===== src/design/hitf_defs.svh =====
/*
 * Constants of the host interval timer and free counter: register offsets,
 * field positions, reset values and timing counts.
 * Assumes a 250 MHz core clock and a byte-addressed register bus.
 */
// Function
// - The interval timer runs while its enable bit is one and holds its count while it is zero.
// - A one-to-zero change of the enable bit forces the stored preload to all ones.
// - Software writes a 16-bit preload, and the enabled timer starts from it and counts down.
// - The present timer value reads in a read-only field that resets to all ones.
// - The timer can raise a host interrupt at the period that the preload sets.
// - The free counter starts at zero after reset and adds one every 25 MHz cycle.
// - The free counter is 32 bits wide and wraps from its maximum to zero without stopping.
// - After reset the free counter reads zero within 160 ns.
`ifndef HITF_DEFS_SVH
`define HITF_DEFS_SVH

// ****************************************************************
// Register map
// ****************************************************************
`define HITF_ADDR_W      8
`define HITF_OFS_CFG     8'h8C
`define HITF_OFS_CNT     8'h90
`define HITF_OFS_FREE    8'h9C
`define HITF_OFS_STAT    8'hA0

// ****************************************************************
// Fields and reset values
// ****************************************************************
`define HITF_EN_BIT      29
`define HITF_LOAD_RST    16'hFFFF
`define HITF_CNT_RST     16'hFFFF
`define HITF_FREE_RST    32'h0000_0000
`define HITF_ZERO16      16'h0000
`define HITF_ZERO32      32'h0000_0000

// ****************************************************************
// Timing
// ****************************************************************
`define HITF_CLK_HZ      250000000
`define HITF_CLK_NS      4
`define HITF_FREE_HZ     25000000
`define HITF_PRE_DIV     (`HITF_CLK_HZ / `HITF_FREE_HZ)
`define HITF_CLR_NS      160
`define HITF_CLR_CYC     (`HITF_CLR_NS / `HITF_CLK_NS)

`endif


===== src/design/hitf_pkg.sv =====
/*
 * Types shared by the timer block.
 * Assumes hitf_defs.svh holds the numbers.
 */
package hitf_pkg;

    // Register bus answer state
    typedef enum logic {
        HITF_BUS_IDLE,
        HITF_BUS_ACK
    } hitf_bus_type;

endpackage : hitf_pkg


===== src/design/hitf_tick_if.sv =====
/*
 * Carrier between the free counter and the register block.
 * Assumes one clock domain shared by both ends.
 */
`timescale 1ns/100ps
interface hitf_tick_if;
    logic        tick;   // One-cycle 25 MHz tick
    logic [31:0] count;  // Free counter value

    modport prov (output tick, output count);
    modport user (input tick, input count);
endinterface : hitf_tick_if


===== src/design/hitf_free_counter.sv =====
/*
 * Free-running 32-bit counter advanced at 25 MHz, with the tick that drives it.
 * Assumes a 250 MHz clock and synchronous active-high reset.
 */
`timescale 1ns/100ps
`include "hitf_defs.svh"
module hitf_free_counter (
    input  wire logic   clock,
    input  wire logic   rst,
    hitf_tick_if.prov   tk
);
    import hitf_pkg::*;

    localparam int          CLR_MAX = `HITF_CLR_CYC;
    localparam logic [3:0]  PRE_MAX = 4'(`HITF_PRE_DIV - 1);

    logic [3:0]  pre_q,  pre_d;
    logic [31:0] cnt_q,  cnt_d;
    logic        tick_q, tick_d;

    // ****************************************************************
    // Prescaler and counter
    // ****************************************************************
    // Next values
    always_comb begin
        tick_d = (pre_q == PRE_MAX);
        pre_d  = tick_d ? 4'h0 : 4'(pre_q + 4'h1);
        cnt_d  = tick_q ? 32'(cnt_q + 32'h1) : cnt_q;  // Wraps on overflow
    end

    // Registers, cleared by reset at once
    always_ff @(posedge clock) begin
        if (rst) begin
            pre_q  <= 4'h0;
            tick_q <= 1'b0;
            cnt_q  <= `HITF_FREE_RST;
        end else begin
            pre_q  <= pre_d;
            tick_q <= tick_d;
            cnt_q  <= cnt_d;
        end
    end

    assign tk.tick  = tick_q;
    assign tk.count = cnt_q;

    // ****************************************************************
    // Checks
    // ****************************************************************
    // Cycles since the last tick, for the spacing check; all ones until the first tick
    localparam logic [3:0]  GAP_NONE = 4'hF;

    logic [3:0]  gap_q,  gap_d;

    // Next gap count, held at its marker before the first tick
    always_comb begin
        gap_d = gap_q;
        if (tick_q) begin
            gap_d = 4'h0;
        end else if (gap_q != GAP_NONE) begin
            gap_d = 4'(gap_q + 4'h1);
        end
    end

    // Gap register
    always_ff @(posedge clock) begin
        if (rst) begin
            gap_q <= GAP_NONE;
        end else begin
            gap_q <= gap_d;
        end
    end
endmodule : hitf_free_counter


===== src/design/hitf_timer.sv =====
/*
 * Host interval timer and free counter with an Avalon-MM slave.
 * Assumes an Avalon master that holds each request until waitrequest is low.
 */
`timescale 1ns/100ps
`include "hitf_defs.svh"
module hitf_timer (
    input  wire logic                     clock,
    input  wire logic                     rst,
    input  wire logic [`HITF_ADDR_W-1:0]  avs_address,
    input  wire logic                     avs_read,
    input  wire logic                     avs_write,
    input  wire logic [31:0]              avs_writedata,
    input  wire logic [3:0]               avs_byteenable,
    output logic      [31:0]              avs_readdata,
    output logic                          avs_waitrequest,
    output logic                          timer_irq
);
    import hitf_pkg::*;

    // Address decode used by reads and writes
    function automatic logic hit(input logic [`HITF_ADDR_W-1:0] a,
                                 input logic [`HITF_ADDR_W-1:0] ofs);
        hit = (a == ofs);
    endfunction : hit

    hitf_tick_if tk ();

    hitf_free_counter u_free (
        .clock (clock),
        .rst   (rst),
        .tk    (tk)
    );

    hitf_bus_type  bus_q,  bus_d;
    logic [31:0]   rdata_q, rdata_d;
    logic          en_q,   en_d;
    logic [15:0]   load_q, load_d;
    logic [15:0]   cnt_q,  cnt_d;
    logic          flag_q, flag_d;
    logic          req, wr_go, expire;

    // ****************************************************************
    // Bus slave: one wait cycle, then answer
    // ****************************************************************
    // Request decode and read mux
    always_comb begin
        req     = avs_read | avs_write;
        bus_d   = HITF_BUS_IDLE;
        rdata_d = rdata_q;
        unique case (bus_q)
            HITF_BUS_IDLE: begin
                if (req) begin
                    bus_d   = HITF_BUS_ACK;
                    rdata_d = `HITF_ZERO32;  // Unmapped reads give zero
                    if (hit(avs_address, `HITF_OFS_CFG)) begin
                        rdata_d[`HITF_EN_BIT] = en_q;
                        rdata_d[15:0]         = load_q;
                    end
                    if (hit(avs_address, `HITF_OFS_CNT)) begin
                        rdata_d[15:0] = cnt_q;
                    end
                    if (hit(avs_address, `HITF_OFS_FREE)) begin
                        rdata_d = tk.count;
                    end
                    if (hit(avs_address, `HITF_OFS_STAT)) begin
                        rdata_d[0] = flag_q;
                    end
                end
            end
            HITF_BUS_ACK: bus_d = HITF_BUS_IDLE;
        endcase
    end

    // Bus registers
    always_ff @(posedge clock) begin
        if (rst) begin
            bus_q   <= HITF_BUS_IDLE;
            rdata_q <= `HITF_ZERO32;
        end else begin
            bus_q   <= bus_d;
            rdata_q <= rdata_d;
        end
    end

    assign avs_waitrequest = req & (bus_q == HITF_BUS_IDLE);
    assign avs_readdata    = rdata_q;
    assign wr_go           = avs_write & (bus_q == HITF_BUS_ACK);

    // ****************************************************************
    // Interval timer
    // ****************************************************************
    // Control, preload, count and status flag
    always_comb begin
        en_d   = en_q;
        load_d = load_q;
        flag_d = flag_q;
        if (wr_go && hit(avs_address, `HITF_OFS_CFG)) begin
            for (int b = 0; b < 2; b++) begin
                if (avs_byteenable[b]) begin
                    load_d[b*8 +: 8] = avs_writedata[b*8 +: 8];
                end
            end
            if (avs_byteenable[`HITF_EN_BIT/8]) begin
                en_d = avs_writedata[`HITF_EN_BIT];
            end
        end
        if (en_q && !en_d) begin
            load_d = `HITF_LOAD_RST;
        end
        expire = en_q && tk.tick && (cnt_q == `HITF_ZERO16);
        if (wr_go && hit(avs_address, `HITF_OFS_STAT) &&
            avs_byteenable[0] && avs_writedata[0]) begin
            flag_d = 1'b0;                                             // Write one clears
        end
        if (expire) begin
            flag_d = 1'b1;                                             // Set wins
        end
        cnt_d = cnt_q;
        if (!en_q && en_d) begin
            cnt_d = load_d;                                            // Start at preload
        end else if (en_q && tk.tick) begin
            cnt_d = expire ? load_q : 16'(cnt_q - 16'h1);
        end
    end

    // Timer registers
    always_ff @(posedge clock) begin
        if (rst) begin
            en_q   <= 1'b0;
            load_q <= `HITF_LOAD_RST;
            cnt_q  <= `HITF_CNT_RST;
            flag_q <= 1'b0;
        end else begin
            en_q   <= en_d;
            load_q <= load_d;
            cnt_q  <= cnt_d;
            flag_q <= flag_d;
        end
    end

    assign timer_irq = flag_q;
endmodule : hitf_timer


===== config.mk =====
export PLATFORM = sky130hd
export DESIGN_NAME = hitf_timer
export DESIGN_NICKNAME = d
export VERILOG_FILES = /design/src/design/hitf_pkg.sv /design/src/design/hitf_tick_if.sv /design/src/design/hitf_free_counter.sv /design/src/design/hitf_timer.sv
export VERILOG_INCLUDE_DIRS = /design/src /design/src/design
export SDC_FILE = /design/constraint.sdc
export NUM_CORES = 1
export LEC_CHECK = 0
export BUFFER_PORTS_ARGS = -buffer_cell sky130_fd_sc_hd__buf_2
export CORE_UTILIZATION = 30
export DETAILED_ROUTE_END_ITERATION = 7
export HOLD_SLACK_MARGIN = 0.02
export PLACE_DENSITY_LB_ADDON = 0.15
export SYNTH_ARGS = -nofsm -noshare
export SYNTH_HDL_FRONTEND = slang
export SYNTH_SLANG_ARGS = --single-unit

===== constraint.sdc =====
create_clock -name clock -period 5.5 [get_ports clock]
set_clock_uncertainty 0.15 [all_clocks]
set_input_delay 0 -clock clock [delete_from_list [all_inputs] [get_ports clock]]
set_output_delay 0 -clock clock [all_outputs]
set_load 0.1 [all_outputs]

# Yosys cells after proc, flatten, opt, wreduce, memory -nomap -nowiden
# Index checks and enable logic that the tools add are counted.
# totals
register_bits,104
out_inout_bits,34
wordCells,54
# classes
addsub,3
eq_ne,5
muxes,18
n_bitwise,4
n_reduce_logical,15
# ops
op,n
two-way mux 16 bit,7
adder 32 x 1 -> 32 bit (second input constant),1
equality test 8 bit (second input constant),4
two-way mux 32 bit,1
logical NOT 16 bit,1
two-way mux 8 bit,2
subtractor 16 x 1 -> 16 bit (second input constant),1
logical AND 1 bit,8
two-way mux 1 bit,7
adder 4 x 1 -> 4 bit (second input constant),1
equality test 4 bit (second input constant),1
nonzero test 2 bit,2
AND 1 bit,2
logical NOT 1 bit,2
case mux 1 bit (2 select lines),1
AND reduction 2 bit,1
OR reduction 2 bit,1
inverter 1 bit,1
bitwise OR 1 bit,1

# Longest topological paths before layout
# logic_depth
depth_word,7
ltp_mapped,8
mapped_depth_nobuf,7

# By module
# From an unflattened synthesis, not the netlist that was laid out.
# hier_totals
hier_cells,603
area_unflattened_um2,5041.1
# modules_own_cells
mod,n_inst,cells_each,area_per_inst_um2,seq_area_each_um2
hitf_timer,1,405,3342.0,1341.3
hitf_free_counter,1,198,1699.1,740.7

# Worst setup path before layout
# Ideal clock, no wire load.
# synth_timing
kind,register -> register
start,register bus_q
end,register rdata_q[10] (netlist: avs_readdata[10])
arrival_ns,2.321
t_required_ns,5.159
path_slack_ns,2.839
path_stages_with_launch,7
n_path_buf,3
period_less_slack_ns,2.661
cell_sequence,dfxtp_1 -> or2_2 -> clkbuf_1 -> inv_1 -> clkbuf_1 -> clkbuf_1 -> a211oi_1
# synth_via
elab_chain_len,2
# synth_lines
item,line,rtl
start: declaration,hitf_timer.sv:35,"hitf_bus_type bus_q, bus_d;"
start signal: assignment,hitf_timer.sv:81,bus_q <= bus_d;
inverter 1 bit (no line),n/a,
AND reduction 2 bit (no line),n/a,
end signal: assignment,hitf_timer.sv:79,rdata_q <= `HITF_ZERO32;
end signal: assignment,hitf_timer.sv:82,rdata_q <= rdata_d;
end: declaration,hitf_timer.sv:36,"logic [31:0] rdata_q, rdata_d;"
# No other way between the ends.
# A chain may end at the register's enable or synchronous reset.

# Worst setup path after layout
# layout_timing
start,register cnt_q[0]
end,register cnt_q[9]
# layout_via
elab_chain_len,5
elab_cells_between_ends,6
# layout_lines
item,line,rtl
start: declaration,hitf_timer.sv:39,"logic [15:0] cnt_q, cnt_d;"
start signal: assignment,hitf_timer.sv:132,cnt_q <= `HITF_CNT_RST;
start signal: assignment,hitf_timer.sv:137,cnt_q <= cnt_d;
branches (longest 2 deep; another with subtractor 16 x 1 -> 16 bit),n/a,
two-way mux 16 bit (*),hitf_timer.sv:123,cnt_d = expire ? load_q : 16'(cnt_q - 16'h1);
two-way mux 16 bit (*),hitf_timer.sv:122,end else if (en_q && tk.tick) begin
two-way mux 16 bit (*),hitf_timer.sv:120,if (!en_q && en_d) begin
# Mark *: on every way between the ends. The select of a mux whose other input is x is not followed.

==> results.yml <==
placement:
  portBuffers: 65
  final_weighted_congestion_of_routability_driven_global_placement: 0.785
  place_hpwl_um: 9020
  dp.cells: 809
layout:
  nets: 674
  fill_cells: 1656
  area_delta_synth_final_pct: 19.1
  instances_no_fill: 843
  most_common_cell_after_layout_fill_and_taps_aside: "dfxtp_1"
  top_library_cells_by_usage_in_the_layout_fill_and_taps_aside: "104 x dfxtp_1, 65 x buf_2, 63 x nor2_1"
  post_route_cells_drive_above_1_share_pct: 14.8
  antennaDiodeCount: 0
synthesis:
  mappedNetlistArea_um2: 4850
  synth_warnings: 0
  synth-edff-count: 0
  avgSynthCellArea_um2: 8.59
  post_synth_inst_count: 565
  synth-seq-area-share_pct: 42.9
  post_synth_num_cell_types: 49
  synthArstFlopShare_pct: 0
  synth-main-ff-cell: "dfxtp_1"
  yosys_register_bits: 104
  mappedNetlistNets: 617
sta:
  unrepaired_setup_endpoints_after_global_routing: "false"
  tightest_slew_ps: 1080
  final_hold_viol_count: 0
  timing.final.setup_violations: 0
  min_period_over_period_pct: 54.8
  drv_slew: 0
  fmax_mhz: 332
  min_period_ps: 3010
  totalNegativeSetupSlack_ps: 0
  slew_headroom_pct: 27.8
grt:
  antenna_found_initial: 0
  maximum_number_of_pins_on_one_net_before_global_route_repair: 90
  globalRouteOverflowTotal: 0
  grt_pass1_vias: 4160
  grt_use_total_pct: 16.6
  grt_pass1_wl_um: 21300
floorplanning:
  design.portCount: 82
  die-area_um2: 16700
  floorplan.die.height_um: 129
  cell_rows: 46
  core_area_um2: 15800
  start_util_pct: 30.6
  dieWidth_um: 129
worst_setup_path:
  kind_of_capture_point_of_the_worst_setup_path: "flip-flop"
  timing.critical_path.fanout_max: 13
  slowest_delay_ps: 570
  setup.worst_path.class: "flip-flop to flip-flop"
  critical_path.startpoint_type: "flip-flop"
  timing.critical_path.cells: "inv_1, ha_1, nor3b_2, nand4_1, or2_1, mux2_4, a221o_1"
  top_cell_family_by_delay_on_the_critical_path: "simple AND/OR/NAND/NOR gates"
  cpMaxStageDelayCell: "or2_1"
  critical_path_buf_inv_count: 1
  worst-endpoint-arrival_ps: 3120
  cp.required_ps: 5600
pwr:
  power_leakage_nw: 2.17
  irDropWorstVdd_uv: 152
  power.density_cell_area_nw_per_um2: 268
clocking:
  cts_inserted_buffers: 9
  worst_setup_hold_path_clk_slew_ps: 80
  h_tree_levels: 3
  insertion_delay_ps: 370
  max-clock-path-buffers: 2
  library_cell_used_as_clock_root_buffer: "clkbuf_16"
  tritoncts: "yes"
  cts_sinks: 104
  cts.repair_timing.setup_buffer_count: 0
detailed_routing:
  vias_per_cell: 5.22
  wl_per_cell_um: 15.7
  drt_iter0_drc: 297
  top_layer_used: "met4"
  met2RoutedLength_um: 6000
  wl_met1_um: 6390
  wl_met3_um: 633
  postRouteAntennaNets: 0
  remaining_drcs: 0
  wl_um: 13200
  drt_first_pass_iters: 6
  dr_total_vias: 4398
outcome:
  outcome: "complete, no violations"
job:
  count_of_maximum_capacitance_violations: 0
hold_path:
  hold_path_class: "input port to flip-flop"
==> registers in the layout, indices dropped and copies added, names as in the netlist <==
| name | flops |
|---|---|
| avs_readdata | 32 |
| bus_q | 1 |
| en_q | 1 |
| load_q | 16 |
| u_free.tk.count | 32 |
| u_free.pre_q | 4 |
| u_free.tk.tick | 1 |
| cnt_q | 16 |
| timer_irq | 1 |
==> per-layer routing <==
layer	vias to the layer above	track usage (%)
met5	-	0
met4	0	6.92
met3	17	3.47
met2	113	26.5
met1	2103	21.7
li1	2165	-
==> where the power goes <==
part,switching (mW),internal [mW],leakage (nW),total [mW]
Clock,0.309,0.313,0.138,0.621
Sequential,0.00686,0.764,0.843,0.771
Combinational,0.118,0.0380,1.19,0.156
==> cell type report <==
type / instances / area, um2 / area share, %
Clock inverter: 7 / 55.1 / 0.953
Sequential cell: 104 / 2080 / 36.0
Multi-Input combinational cell: 410 / 2570 / 44.5
Clock buffer: 9 / 225 / 3.90
Tap cell: 216 / 270 / 4.68
Inverter: 10 / 37.5 / 0.650
Timing Repair Buffer: 87 / 536 / 9.27
==> tightest hold or removal path: stages <==
cell and delay (ps):
buf_2 80, nor4_1 40, and2_1 170, nand3_1 90, a21oi_1 60, nor2_1 70
==> metrics by stage <==
stage               util, %  hold WS (ps)  area [um2]  setup slack [ps]  power (mW)
floorplan                 -         -24.9        4850              2840       0.901
global placement       33.6          82.1        5320              2550       0.935
detailed placement     33.6          82.2        5320              2530       0.937
CTS                    36.5          34.0        5780              2500        1.57
global route           36.5          86.1        5780              2320        1.61
finish                 36.5          36.4        5780              2490        1.55
==> worst paths after layout <==
| path | start | to | slack (ps) | depth (start not counted) |
|---|---|---|---|---|
| worst max-delay path | cnt_q[0] | cnt_q[9] | 2490 | 7 |
| worst min register to register | avs_readdata[16] | avs_readdata[16] | 300 | 2 |
| worst min-delay path | avs_address[2] | timer_irq | 40 | 6 |
| worst max register to register | cnt_q[0] | cnt_q[9] | 2490 | 7 |
==> logic make-up (layout without fill, tap and decap cells) <==
logic type / Yosys count / in the layout / share of synthesized area [%]
adder cells (fa/ha/maj): 4 / 4 / 1.03
flip-flops: 104 / 104 / 42.9
buffers and inverters: 51 / 113 / 4.10
XOR/XNOR: 34 / 34 / 6.14
AO/OA/AOI/OAI: 107 / 107 / 15.4
AND/OR/NAND/NOR: 238 / 238 / 24.7
multiplexers: 27 / 27 / 5.73
==> cells in the mapped netlist, drive strengths merged, types with 2 or more instances <==
master / instances / area share, %
a221o: 3 / 0.62
nor4: 5 / 0.64
o211ai: 12 / 1.9
and4: 7 / 1.3
a311oi: 4 / 0.72
o21bai: 3 / 0.46
dfxtp: 104 / 43
nand4b: 2 / 0.36
and3: 9 / 1.2
nor2: 63 / 4.9
a221oi: 2 / 0.36
nor3: 20 / 2.2
nand3: 36 / 3.7
mux2: 3 / 0.77
a211oi: 16 / 2.5
nand3b: 2 / 0.31
and2: 7 / 0.90
o31a: 2 / 0.36
xor2: 9 / 1.6
buf: 3 / 0.39
nand2: 51 / 3.9
a21oi: 30 / 3.1
nand4: 6 / 0.77
a31oi: 2 / 0.26
nor3b: 4 / 0.72
o21ai: 15 / 1.5
clkbuf: 38 / 2.9
or2: 2 / 0.26
xnor2: 25 / 4.5
mux2i: 24 / 5.0
ha: 4 / 1.0
nor2b: 5 / 0.64
a211o: 2 / 0.36
inv: 10 / 0.77
or3: 13 / 1.7
a222oi: 15 / 3.1
==> timing repair <==
action	CTS	global route
resized for setup	0	0
hold buffers	18	0
hold endpoints to repair	34	0
(Power assumes the default switching activity.)
